`src/hdl/tws_pkg.sv`:
```
// shared constants, types and state layouts for the two-wire slave block
package tws_pkg;

    // register byte addresses on the apb bus
    localparam logic [7:0] ADDR_OWN = 8'h00;
    localparam logic [7:0] ADDR_CTRL = 8'h04;
    localparam logic [7:0] ADDR_STAT = 8'h08;
    localparam logic [7:0] ADDR_DATA = 8'h0C;

    // bit positions in two_wire_control
    localparam int CTL_FLAG = 7;
    localparam int CTL_ACK = 6;
    localparam int CTL_STA = 5;
    localparam int CTL_STO = 4;
    localparam int CTL_WCOL = 3;
    localparam int CTL_EN = 2;
    localparam int CTL_IE = 0;

    // values after reset
    localparam logic [7:0] RST_OWN = 8'h00;
    localparam logic [7:0] RST_DATA = 8'hFF;
    localparam logic [7:0] RST_STATUS = 8'hF8;
    localparam logic [1:0] RST_LINE = 2'h3;

    // bits in a byte on the wire, and the prescaler mask of the status word
    localparam logic [3:0] BYTE_BITS = 4'h8;
    localparam logic [7:0] PRESCALE_MASK = 8'h03;

    // status codes
    localparam logic [7:0] ST_SR_OWN = 8'h60;
    localparam logic [7:0] ST_SR_OWN_ARB = 8'h68;
    localparam logic [7:0] ST_SR_GC = 8'h70;
    localparam logic [7:0] ST_SR_GC_ARB = 8'h78;
    localparam logic [7:0] ST_SR_DATA_ACK = 8'h80;
    localparam logic [7:0] ST_SR_DATA_NACK = 8'h88;
    localparam logic [7:0] ST_GC_DATA_ACK = 8'h90;
    localparam logic [7:0] ST_GC_DATA_NACK = 8'h98;
    localparam logic [7:0] ST_SR_STOP = 8'hA0;
    localparam logic [7:0] ST_ST_OWN = 8'hA8;
    localparam logic [7:0] ST_ST_OWN_ARB = 8'hB0;
    localparam logic [7:0] ST_ST_DATA_ACK = 8'hB8;
    localparam logic [7:0] ST_ST_DATA_NACK = 8'hC0;
    localparam logic [7:0] ST_ST_LAST_ACK = 8'hC8;

    // bus-side sequencer states
    typedef enum logic [2:0] {
        TWS_IDLE = 3'b000,
        TWS_ADDR = 3'b001,
        TWS_ADDR_ACK = 3'b010,
        TWS_RX_DATA = 3'b011,
        TWS_RX_ACK = 3'b100,
        TWS_TX_DATA = 3'b101,
        TWS_TX_ACK = 3'b110,
        TWS_IGNORE = 3'b111
    } tws_state_e;

    // apb request and response
    typedef struct packed {
        logic psel;
        logic penable;
        logic pwrite;
        logic [7:0] paddr;
        logic [31:0] pwdata;
    } tws_apb_req_s;

    typedef struct packed {
        logic [31:0] prdata;
        logic pready;
        logic pslverr;
    } tws_apb_rsp_s;

    // wire levels seen, and drive of the open-drain lines
    typedef struct packed {
        logic scl;
        logic sda;
    } tws_line_s;

    typedef struct packed {
        logic scl_out;
        logic scl_oe;
        logic sda_out;
        logic sda_oe;
    } tws_drive_s;

    // input filter state
    typedef struct packed {
        logic [1:0] s1;
        logic [1:0] s2;
        logic [1:0] s3;
        logic [1:0] level;
    } tws_sync_s;

    // all state of the slave core
    typedef struct packed {
        tws_state_e st;
        logic [7:0] own_addr;
        logic [7:0] data;
        logic [7:0] status;
        logic flag;
        logic ack_en;
        logic start_req;
        logic stop_req;
        logic wcol;
        logic if_en;
        logic irq_en;
        logic [7:0] shift;
        logic [3:0] cnt;
        logic rw;
        logic gc;
        logic acked;
        logic last_byte;
        logic busy;
        logic start_pend;
        logic start_go;
        logic wake;
        logic scl_prev;
        logic sda_prev;
        logic sda_drive;
        logic scl_hold;
        logic [31:0] prdata;
    } tws_core_s;

endpackage : tws_pkg

```
`src/hdl/tws_sync.sv`:
```
// three-stage input filter for the scl and sda wire levels
`timescale 1ns/1ps
module tws_sync (
    // clock and reset
    input wire logic clk,
    input wire logic arst_n,
    // raw wire levels and filtered levels
    input wire logic [1:0] raw,
    output logic [1:0] level
);

    tws_pkg::tws_sync_s r;
    tws_pkg::tws_sync_s n;

    // a level change counts only once the second and third stages agree
    always_comb begin
        n = r;
        n.s1 = raw;
        n.s2 = r.s1;
        n.s3 = r.s2;
        n.level = (r.s2 & r.s3) | (r.level & (r.s2 ^ r.s3));
    end

    // idle bus reads high, so every stage resets high
    always_ff @(posedge clk or negedge arst_n) begin
        if (!arst_n) begin
            r <= '{s1: tws_pkg::RST_LINE, s2: tws_pkg::RST_LINE,
                   s3: tws_pkg::RST_LINE, level: tws_pkg::RST_LINE};
        end else begin
            r <= n;
        end
    end

    assign level = r.level;

endmodule : tws_sync

```
`src/hdl/tws_slave.sv`:
```
// two-wire slave receiver and transmitter with apb registers
//
// Functional notes
// - respond only when upper seven own-address bits equal the received address
// - own-address lsb one enables general call response, zero ignores it
// - after match, direction bit one selects transmit, zero selects receive
// - after address and direction, set the flag and a valid status
// - status codes assume prescaler bits read as zero
// - lost arbitration then addressed for read reports status B0
// - ack enable cleared: send one last byte, then C0 on nack, C8 on ack
// - after last byte go not addressed and release data, master reads ones
// - ack enable zero ignores own address but keeps watching the bus
// - in deep sleep with ack enabled, recognise and ack address and wake part
// - after address wake-up hold scl low until flag is cleared
// - after address wake-up the data register need not hold the bus byte
// - status 90: next byte received, acked per ack enable
// - status 98: go not addressed, recognition follows ack and general-call enables
// - status A0 on stop or repeated start while addressed, then not addressed; the code sets A0 only in TWS_RX_DATA and TWS_RX_ACK
// - flag cleared with start request while not addressed sends start when bus free
`timescale 1ns/1ps
module tws_slave (
    // clock and reset
    input wire logic REF_CLK,
    input wire logic ARST_N,
    // apb register port
    input wire tws_pkg::tws_apb_req_s APB_REQ,
    output tws_pkg::tws_apb_rsp_s APB_RSP,
    // two-wire lines, open drain
    input wire tws_pkg::tws_line_s LINE_IN,
    output tws_pkg::tws_drive_s LINE_DRV,
    // system side
    input wire logic ARB_LOST,
    input wire logic DEEP_SLEEP,
    output logic WAKE_REQ,
    output logic BUS_START
);

    tws_pkg::tws_core_s r;
    tws_pkg::tws_core_s n;
    logic [1:0] line_lvl;
    logic scl;
    logic sda;
    logic scl_rise;
    logic scl_fall;
    logic start_det;
    logic stop_det;
    logic apb_setup;
    logic apb_wr;
    logic clr_evt;
    logic addr_done;

    // true for any mapped register address
    function automatic logic is_mapped(input logic [7:0] a);
        return (a == tws_pkg::ADDR_OWN) || (a == tws_pkg::ADDR_CTRL) ||
               (a == tws_pkg::ADDR_STAT) || (a == tws_pkg::ADDR_DATA);
    endfunction : is_mapped

    // address byte hits own address or an enabled general call
    function automatic logic addr_hit(input logic [7:0] b, input logic [7:0] own);
        return (b[7:1] == own[7:1]) || ((b[7:1] == 7'h00) && own[0]);
    endfunction : addr_hit

    // states in which the block is the addressed slave
    function automatic logic addressed(input tws_pkg::tws_state_e s);
        return (s == tws_pkg::TWS_ADDR_ACK) || (s == tws_pkg::TWS_RX_DATA) ||
               (s == tws_pkg::TWS_RX_ACK) || (s == tws_pkg::TWS_TX_DATA) ||
               (s == tws_pkg::TWS_TX_ACK);
    endfunction : addressed

    // wire levels come from another domain, so they are filtered first
    tws_sync u_sync (
        .clk(REF_CLK),
        .arst_n(ARST_N),
        .raw({LINE_IN.scl, LINE_IN.sda}),
        .level(line_lvl)
    );

    // edges and bus conditions from the filtered levels
    assign scl = line_lvl[1];
    assign sda = line_lvl[0];
    assign scl_rise = scl && !r.scl_prev;
    assign scl_fall = !scl && r.scl_prev;
    assign start_det = scl && r.scl_prev && r.sda_prev && !sda;
    assign stop_det = scl && r.scl_prev && !r.sda_prev && sda;
    assign addr_done = (r.st == tws_pkg::TWS_ADDR) && scl_fall && (r.cnt == tws_pkg::BYTE_BITS);

    // apb decode; writes land only in the access phase
    assign apb_setup = APB_REQ.psel && !APB_REQ.penable;
    assign apb_wr = APB_REQ.psel && APB_REQ.penable && APB_REQ.pwrite && is_mapped(APB_REQ.paddr);
    assign clr_evt = apb_wr && (APB_REQ.paddr == tws_pkg::ADDR_CTRL) &&
                     APB_REQ.pwdata[tws_pkg::CTL_FLAG];

    // next-state logic for registers and the bus sequencer
    always_comb begin
        logic set_flag;
        logic match;
        set_flag = 1'b0;
        match = 1'b0;
        n = r;
        n.start_go = 1'b0;
        n.scl_prev = scl;
        n.sda_prev = sda;

        // read data is captured in the setup phase so it is a flop in the access phase
        if (apb_setup && !APB_REQ.pwrite) begin
            case (APB_REQ.paddr)
                tws_pkg::ADDR_OWN: n.prdata = {24'h000000, r.own_addr};
                tws_pkg::ADDR_CTRL: n.prdata = {24'h000000, r.flag, r.ack_en, r.start_req,
                                                r.stop_req, r.wcol, r.if_en, 1'b0, r.irq_en};
                tws_pkg::ADDR_STAT: n.prdata = {24'h000000, r.status & ~tws_pkg::PRESCALE_MASK};
                tws_pkg::ADDR_DATA: n.prdata = {24'h000000, r.data};
                default: n.prdata = 32'h00000000;
            endcase
        end

        // software writes
        if (apb_wr) begin
            case (APB_REQ.paddr)
                tws_pkg::ADDR_OWN: n.own_addr = APB_REQ.pwdata[7:0];
                tws_pkg::ADDR_CTRL: begin
                    n.ack_en = APB_REQ.pwdata[tws_pkg::CTL_ACK];
                    n.start_req = APB_REQ.pwdata[tws_pkg::CTL_STA];
                    n.stop_req = APB_REQ.pwdata[tws_pkg::CTL_STO];
                    n.if_en = APB_REQ.pwdata[tws_pkg::CTL_EN];
                    n.irq_en = APB_REQ.pwdata[tws_pkg::CTL_IE];
                end
                tws_pkg::ADDR_DATA: begin
                    // loading data while the bus is moving is a collision
                    if (r.flag) begin
                        n.data = APB_REQ.pwdata[7:0];
                        n.wcol = 1'b0;
                    end else begin
                        n.wcol = 1'b1;
                    end
                end
                default: ;
            endcase
        end

        // writing one to the flag releases the bus
        if (clr_evt) begin
            n.flag = 1'b0;
            n.wake = 1'b0;
            if (r.st == tws_pkg::TWS_TX_DATA) begin
                n.shift = n.data;
                n.cnt = 4'h0;
                n.sda_drive = !n.data[7];
                n.last_byte = !APB_REQ.pwdata[tws_pkg::CTL_ACK];
            end
            if (!addressed(r.st) && APB_REQ.pwdata[tws_pkg::CTL_STA]) begin
                n.start_pend = 1'b1;
            end
        end

        // bus sequencer
        if (!r.if_en) begin
            n.st = tws_pkg::TWS_IDLE;
            n.sda_drive = 1'b0;
            n.busy = 1'b0;
        end else if (start_det || stop_det) begin
            // a stop or repeated start ends any addressed receive
            if ((r.st == tws_pkg::TWS_RX_DATA) || (r.st == tws_pkg::TWS_RX_ACK)) begin
                set_flag = 1'b1;
                n.status = tws_pkg::ST_SR_STOP;
            end
            n.st = start_det ? tws_pkg::TWS_ADDR : tws_pkg::TWS_IDLE;
            n.busy = start_det;
            n.cnt = 4'h0;
            n.sda_drive = 1'b0;
        end else begin
            unique case (r.st)
                tws_pkg::TWS_IDLE, tws_pkg::TWS_IGNORE: ;
                tws_pkg::TWS_ADDR: begin
                    if (scl_rise) begin
                        n.shift = {r.shift[6:0], sda};
                        n.cnt = r.cnt + 4'h1;
                    end else if (addr_done) begin
                        // no answer while ack is off or a status is still pending
                        match = addr_hit(r.shift, r.own_addr) && r.ack_en && !r.flag;
                        if (match) begin
                            n.sda_drive = 1'b1;
                            n.rw = r.shift[0];
                            n.gc = (r.shift[7:1] == 7'h00);
                            n.wake = DEEP_SLEEP;
                            n.st = tws_pkg::TWS_ADDR_ACK;
                        end else begin
                            n.st = tws_pkg::TWS_IGNORE;
                        end
                    end
                end
                tws_pkg::TWS_ADDR_ACK: begin
                    if (scl_fall) begin
                        n.sda_drive = 1'b0;
                        n.cnt = 4'h0;
                        set_flag = 1'b1;
                        if (r.rw) begin
                            n.st = tws_pkg::TWS_TX_DATA;
                            n.status = ARB_LOST ? tws_pkg::ST_ST_OWN_ARB : tws_pkg::ST_ST_OWN;
                        end else begin
                            n.st = tws_pkg::TWS_RX_DATA;
                            if (r.gc) begin
                                n.status = ARB_LOST ? tws_pkg::ST_SR_GC_ARB : tws_pkg::ST_SR_GC;
                            end else begin
                                n.status = ARB_LOST ? tws_pkg::ST_SR_OWN_ARB : tws_pkg::ST_SR_OWN;
                            end
                        end
                    end
                end
                tws_pkg::TWS_RX_DATA: begin
                    if (scl_rise && !r.flag) begin
                        n.shift = {r.shift[6:0], sda};
                        n.cnt = r.cnt + 4'h1;
                    end else if (scl_fall && (r.cnt == tws_pkg::BYTE_BITS)) begin
                        // bytes seen while asleep are not kept
                        if (!DEEP_SLEEP) begin
                            n.data = r.shift;
                        end
                        n.acked = r.ack_en;
                        n.sda_drive = r.ack_en;
                        n.st = tws_pkg::TWS_RX_ACK;
                    end
                end
                tws_pkg::TWS_RX_ACK: begin
                    if (scl_fall) begin
                        n.sda_drive = 1'b0;
                        n.cnt = 4'h0;
                        set_flag = 1'b1;
                        if (r.gc) begin
                            n.status = r.acked ? tws_pkg::ST_GC_DATA_ACK : tws_pkg::ST_GC_DATA_NACK;
                        end else begin
                            n.status = r.acked ? tws_pkg::ST_SR_DATA_ACK : tws_pkg::ST_SR_DATA_NACK;
                        end
                        n.st = r.acked ? tws_pkg::TWS_RX_DATA : tws_pkg::TWS_IGNORE;
                    end
                end
                tws_pkg::TWS_TX_DATA: begin
                    if (scl_rise && !r.flag) begin
                        n.cnt = r.cnt + 4'h1;
                    end else if (scl_fall && !r.flag && (r.cnt == tws_pkg::BYTE_BITS)) begin
                        n.sda_drive = 1'b0;
                        n.st = tws_pkg::TWS_TX_ACK;
                    end else if (scl_fall && !r.flag && (r.cnt != 4'h0)) begin
                        n.shift = {r.shift[6:0], 1'b1};
                        n.sda_drive = !r.shift[6];
                    end
                end
                tws_pkg::TWS_TX_ACK: begin
                    if (scl_rise) begin
                        n.acked = !sda;
                    end else if (scl_fall) begin
                        set_flag = 1'b1;
                        n.cnt = 4'h0;
                        // after the last byte the data line stays released
                        if (!r.acked) begin
                            n.status = tws_pkg::ST_ST_DATA_NACK;
                            n.st = tws_pkg::TWS_IGNORE;
                        end else if (r.last_byte) begin
                            n.status = tws_pkg::ST_ST_LAST_ACK;
                            n.st = tws_pkg::TWS_IGNORE;
                        end else begin
                            n.status = tws_pkg::ST_ST_DATA_ACK;
                            n.st = tws_pkg::TWS_TX_DATA;
                        end
                    end
                end
            endcase
        end

        // a hardware set wins over a clear in the same cycle
        if (set_flag) begin
            n.flag = 1'b1;
        end

        // start request waits for a free bus
        if (r.start_pend && !r.busy) begin
            n.start_go = 1'b1;
            n.start_pend = 1'b0;
            n.start_req = 1'b0;
        end

        // stretching holds the whole bus, including after a wake-up
        n.scl_hold = n.flag && addressed(n.st);
    end

    // single state register
    always_ff @(posedge REF_CLK or negedge ARST_N) begin
        if (!ARST_N) begin
            r <= '0;
            r.st <= tws_pkg::TWS_IDLE;
            r.own_addr <= tws_pkg::RST_OWN;
            r.data <= tws_pkg::RST_DATA;
            r.status <= tws_pkg::RST_STATUS;
            r.scl_prev <= 1'b1;
            r.sda_prev <= 1'b1;
        end else begin
            r <= n;
        end
    end

    // outputs; the lines are only ever pulled low
    assign APB_RSP.prdata = r.prdata;
    assign APB_RSP.pready = 1'b1;
    assign APB_RSP.pslverr = APB_REQ.psel && APB_REQ.penable && !is_mapped(APB_REQ.paddr);
    assign LINE_DRV.scl_out = 1'b0;
    assign LINE_DRV.scl_oe = r.scl_hold;
    assign LINE_DRV.sda_out = 1'b0;
    assign LINE_DRV.sda_oe = r.sda_drive;
    assign WAKE_REQ = r.wake;
    assign BUS_START = r.start_go;
endmodule : tws_slave

```
`config.mk`:
```
export PLATFORM = sky130hd
export DESIGN_NAME = tws_slave
export DESIGN_NICKNAME = d
export VERILOG_FILES = /design/src/hdl/tws_pkg.sv /design/src/hdl/tws_sync.sv /design/src/hdl/tws_slave.sv
export SDC_FILE = /design/constraint.sdc
export NUM_CORES = 1
export LEC_CHECK = 0
export ABC_AREA = 0
export BUFFER_PORTS_ARGS = -buffer_cell sky130_fd_sc_hd__buf_2
export CAP_MARGIN = 5
export CORE_ASPECT_RATIO = 0.7
export CORE_MARGIN = 2
export CORE_UTILIZATION = 59
export DETAILED_ROUTE_END_ITERATION = 8
export PLACE_DENSITY = 0.93
export SLEW_MARGIN = 20
export SYNTH_ARGS = -nofsm -noshare
export SYNTH_HDL_FRONTEND = slang
export SYNTH_SLANG_ARGS = --single-unit
```
`constraint.sdc`:
```
create_clock -name REF_CLK -period 5.3 [get_ports REF_CLK]
set_input_delay 0.265 -clock REF_CLK [delete_from_list [all_inputs] [get_ports REF_CLK]]
set_output_delay 0.265 -clock REF_CLK [all_outputs]
set_load 0.01 [all_outputs]
```
# Yosys cells after proc, flatten, opt, wreduce, memory -nomap -nowiden
# Index checks and enable logic that the tools add are counted.
dict set report classes {
  n_addsub 1
  multipliers 0
  div 0
  n_lt_le_gt_ge 0
  eq_ne 25
  n_shift 0
  n_mux 110
  bitwise_logic 6
  reduce_logical 74
}
# cell count
set ops {}
lappend ops {{$mux 8} 19}
lappend ops {{$mux 3} 17}
lappend ops {{$mux 12} 4}
lappend ops {{$pmux 8 s3} 2}
lappend ops {{$mux 1} 38}
lappend ops {{$mux 4} 8}
lappend ops {{$pmux 8 s4} 1}
lappend ops {{$logic_and 1x1->1} 28}
lappend ops {{$mux 5} 4}
lappend ops {{$pmux 4 s5} 1}
lappend ops {{$eq 3x3->1 const B} 6}
lappend ops {{$pmux 3 s6} 1}
lappend ops {{$eq 8x4->1 const B} 2}
lappend ops {{$mux 16} 1}
lappend ops {{$mux 2} 8}
lappend ops {{$mux 15} 1}
lappend ops {{$logic_or 1x1->1} 14}
lappend ops {{$mux 7} 2}
lappend ops {{$logic_not 1->1} 13}
lappend ops {{$eq 3x2->1 const B} 4}
lappend ops {{$ne 3x2->1 const B} 4}
lappend ops {{$reduce_and 2->1} 6}
lappend ops {{$reduce_and 6->1} 2}
lappend ops {{$reduce_bool 2->1} 5}
lappend ops {{other kinds (18)} 25}
dict set report totals {
  ff_bits 98
  latch_bits 0
  ramBits 0
  rom_bits 0
  inputBits 49
  out_inout_bits 40
  wordCells 246
  mem_count 0
}

# Longest topological paths before layout
dict set report depth {
  depth_word 17
  ltp_mapped 9
  ltp_nobuf 8
}

# By module
# Synthesis repeated with hierarchy kept, for this count alone.
dict set report hier_totals {
  cells_unflattened 417
  hier_area_um2 4126.5
}
# mod instances cells_per_inst area_each_um2 seq_area_each_um2
set modules_own_cells {}
lappend modules_own_cells {tws_slave 1 403 3861.2 1595.3}
lappend modules_own_cells {tws_sync 1 14 265.3 210.2}

# Worst setup path after synthesis
# OpenSTA, ideal clock, no wires.
dict set report synth_timing {
  kind {reg-to-reg}
  from {register r[35] (netlist bit)}
  to {register r[49] (netlist bit)}
  setup_ps 125
  arrival_time_ps 1969
  required_time_ps 5175
  slack_ps 3207
  path_stages_with_launch 8
  path_buffers 1
  period_less_slack_ps 2093
  cell_sequence {dfstp_2 buf_2 nand2b_1 nor4b_1 nand2_1 a21oi_1 clkinv_1 mux2_2}
}
# element line_no
set synth_rtl {}
lappend synth_rtl {{start, declared} tws_slave.sv:38} ;# tws_pkg::tws_core_s r;
lappend synth_rtl {{start signal, assigned} tws_slave.sv:296} ;# r <= n;

# Worst setup path after layout
dict set report layout_timing {
  from {register r[62] (netlist bit)}
  to {register r[43] (netlist bit)}
}
dict set report layout_between {
  elab_chain_cells 3
}
# element line_no
set layout_lines {}
lappend layout_lines {{$logic_not 1->1} tws_slave.sv:179} ;# match = addr_hit(r.shift, r.own_addr) && r.ack_en && !r.flag;
lappend layout_lines {{$logic_and 1x1->1} tws_slave.sv:179}
lappend layout_lines {{$reduce_and 6->1 (no source line)} --}
# No other way between the ends.
# A chain may end at the register's enable or synchronous reset.

==> flow_metrics.env <==
export IMPL_critPathLaunchType="flip-flop"
export IMPL_synth_enable_flop_cells=0
export IMPL_worst_ep_required_time_ns=5.53
export IMPL_synth_compound_area_frac=0.144
export IMPL_routabilityCongestion=0.945
export IMPL_drt_pre_antenna_iters=6
export IMPL_place_detailed_hpwl_um=6620
export IMPL_clock_fmax_mhz=387
export IMPL_rsz0062_at_grt="no"
export IMPL_htree_num_levels=3
export IMPL_end_kind="flip-flop"
export IMPL_clock_sink_count=71
export IMPL_hold_viol=0
export IMPL_drt_wl_total_um=9330
export IMPL_io_pins=89
export IMPL_portBuffers=37
export IMPL_start_util=0.605
export IMPL_clk_pin_slew_worst_paths_ns=0.07
export IMPL_core_area_mm2=0.00669
export IMPL_setup_tns_final_ns=0
export IMPL_yosysTopAreaCellShare=0.296
export IMPL_finalSetupViolCount=0
export IMPL_p_per_area_mw_per_mm2=253
export IMPL_cts_tree="done"
export IMPL_final_layout_size_suffix_gt1_frac=0.249
export IMPL_max_cap_viol_count=0
export IMPL_critical_r2r_launch="r[62]$_DFF_PN0_"
export IMPL_finalNetCount=486
export IMPL_layout_filler_cells=508
export IMPL_critical_path_max_stage_delay_ns=0.59
export IMPL_cell_chain_of_the_critical_path="nand2b_1 > nor4_1 > a21oi_1 > or4_1 > mux2_2"
export IMPL_crit_path_max_fanout=12
export IMPL_synth_area_mm2=0.00405
export IMPL_gr_usage_all_layers=0.265
export IMPL_netlist_top_cells_count="48 x dfrtp_1, 43 x nand2_1, 37 x buf_4"
export IMPL_synth_area_mux_share=0.111
export IMPL_cts_root_buf="clkbuf_8"
export IMPL_fin_worst_skew_ns=0.00571
export IMPL_synth_area_leader_cell="dfrtp_1"
export IMPL_post_place_cells=514
export IMPL_die_width_um=103
export IMPL_synth_warnings=0
export IMPL_synth_adder_area_share=0.0123
export IMPL_vias=3211
export IMPL_global_route_congestion_overflow_total=0
export IMPL_worst_setup_path_start="r[62]$_DFF_PN0_"
export IMPL_yosys_register_bits=71
export IMPL_post_synthesis_cell_count=408
export IMPL_vias_in_the_first_global_route=2903
export IMPL_run_status="finished clean"
export IMPL_cts_made_buffers=9
export IMPL_rows=25
export IMPL_vertical_die_dimension_um=73.3
export IMPL_final_period_utilization=0.487
export IMPL_avgViaCountPerCell=6.05
export IMPL_antennaDiodeCount=0
export IMPL_timing_worst_slew_pin_value_ns=0.874
export IMPL_min_period_ns=2.58
export IMPL_yosys_cell_types_count=61
export IMPL_grt_max_degree=72
export IMPL_yosys_top_cells_area="dfrtp_1 30%, dfstp_2 15%, buf_4 6.9%"
export IMPL_synth_xor_area_share=0.0238
export IMPL_timing_final_max_slew_violations=0
export IMPL_yosysMostFrequentCell="dfrtp_1"
export IMPL_insertion_delay_ns=0.35
export IMPL_critical_setup_path_kind="flip-flop to flip-flop"
export IMPL_holdWs_ns=0.0919
export IMPL_slowest_stage_cell_crit_path="dfrtp_1"
export IMPL_syn2layout_area_growth_pct=7.13
export IMPL_die_area_mm2=0.00756
export IMPL_remaining_drc_errors=0
export IMPL_wl_per_instance_um=17.6
export IMPL_synth_top_family_by_area="simple AND/OR/NAND/NOR gates"
export IMPL_cts_resized_gates=0
export IMPL_slew_headroom=0.412
export IMPL_cts_max_path_buffers=2
export IMPL_synth_yosys_seq_area_share=0.446
export IMPL_synth_simple_gate_area_share=0.165
export IMPL_global_route_wire_length_before_repair_um=14800
export IMPL_postSynth_topFlopCell="dfrtp_1"
export IMPL_vdd_ir_drop_max_mv=0.183
export IMPL_synth_avg_cell_area_um2=9.93
export IMPL_route_antenna_remaining_nets=0
export IMPL_instances_no_fill=531
export IMPL_holdCritPathClass="input pin to async pin"
export IMPL_initial_antenna_violation_count=0
export IMPL_critical_path_arrival_ns=2.82
export IMPL_async_flop_share=1.00
export IMPL_drt_iter0_drc=467
export IMPL_cellLeakagePower_nw=2.05
area by class of cell:
| cell class | count | area (µm²) | area share |
|---|---|---|---|
| sequential | 71 | 1810 | 0.416 |
| inverter | 15 | 56.3 | 0.0130 |
| clock buffer | 12 | 155 | 0.0357 |
| tap | 94 | 118 | 0.0271 |
| multi-input combinational | 296 | 1950 | 0.450 |
| timing repair buffer | 40 | 213 | 0.0490 |
| clock inverter | 3 | 42.5 | 0.00980 |
power by group:
group	leakage, nW	switching [W]	internal [W]
Combinational	1.08	0.0000529	0.0000291
Clock	0.0985	0.000197	0.000240
Sequential	0.877	0.0000181	0.000561
state kept, by name, indices dropped and copies added (netlist names):
| register | count |
|---|---|
| BUS_START | 1 |
| r | 51 |
| APB_RSP | 8 |
| u_sync.r | 2 |
| u_sync.level | 2 |
| WAKE_REQ | 1 |
| u_sync.n | 4 |
| LINE_DRV | 2 |
per-stage QoR:
stage	total power [W]	setup WS, ns	area, µm²	util
floorplan	0.000644	3.21	4150	-
global placement	0.000662	2.79	4120	0.616
detailed placement	0.000667	2.74	4120	0.616
CTS	0.00111	2.80	4340	0.649
global route	0.00114	2.56	4340	0.649
finish	0.00110	2.72	4340	0.649
layout by cell type, fill, tap and decap left out, types with 5 or more instances in the layout:
cell	count
buf_2	37
inv_1	14
mux4_2	5
clkbuf_8	11
xor2_1	8
nand3_1	7
mux2_2	19
o21ai_0	30
mux2i_1	11
a31oi_1	5
nor3_1	6
dfrtp_1	48
a21o_1	5
nand2_1	43
conb_1	27
dfstp_2	23
nor2_1	29
a21oi_1	25
critical path, delay by kind of cell, from the launching register on:
kind               cells  cell delay (ns)
AOI/OAI and AO/OA      1             0.23
DFF                    1             0.59
muxes                  1             0.32
and+or+nand+nor        3             1.32
metal layers:
layer	wire length (µm)	global-route usage	share of wire	vias to the layer above
met3	1160	0.0913	0.12	25
met5	0	0	0	-
met4	177	0.0833	0.019	0
li1	-	-	-	1433
met1	3700	0.368	0.40	1552
met2	4300	0.394	0.46	201
final timing paths:
kind	end	slack, ns	cells after the start
setup / recovery	r[43]$_DFFE_PN0P_	2.72	5
hold / removal	APB_RSP[6]$_DFFE_PN0P_	0.09	2
setup reg to reg	r[43]$_DFFE_PN0P_	2.72	5
hold reg to reg	u_sync.n[2]$_DFF_PN1_	0.35	0
max in group asynchronous	r[44]$_DFF_PN0_	4.63	2
min in group REF_CLK	r[82]$_DFFE_PN0P_	0.16	2
repair_timing:
action | CTS | global route
hold buffers | 2 | 0
buffers inserted | 0 | 0
hold endpoints to repair | 2 | 0
logic make-up after synthesis:
group | count (synthesis)
and+or+nand+nor | 124
adders and majority gates | 4
other | 2
DFF | 71
buffers and inverters | 66
muxes | 36
xor gates and xnor gates | 11
AOI/OAI and AO/OA | 94
Note: power is estimated with default switching activity, not from simulation.
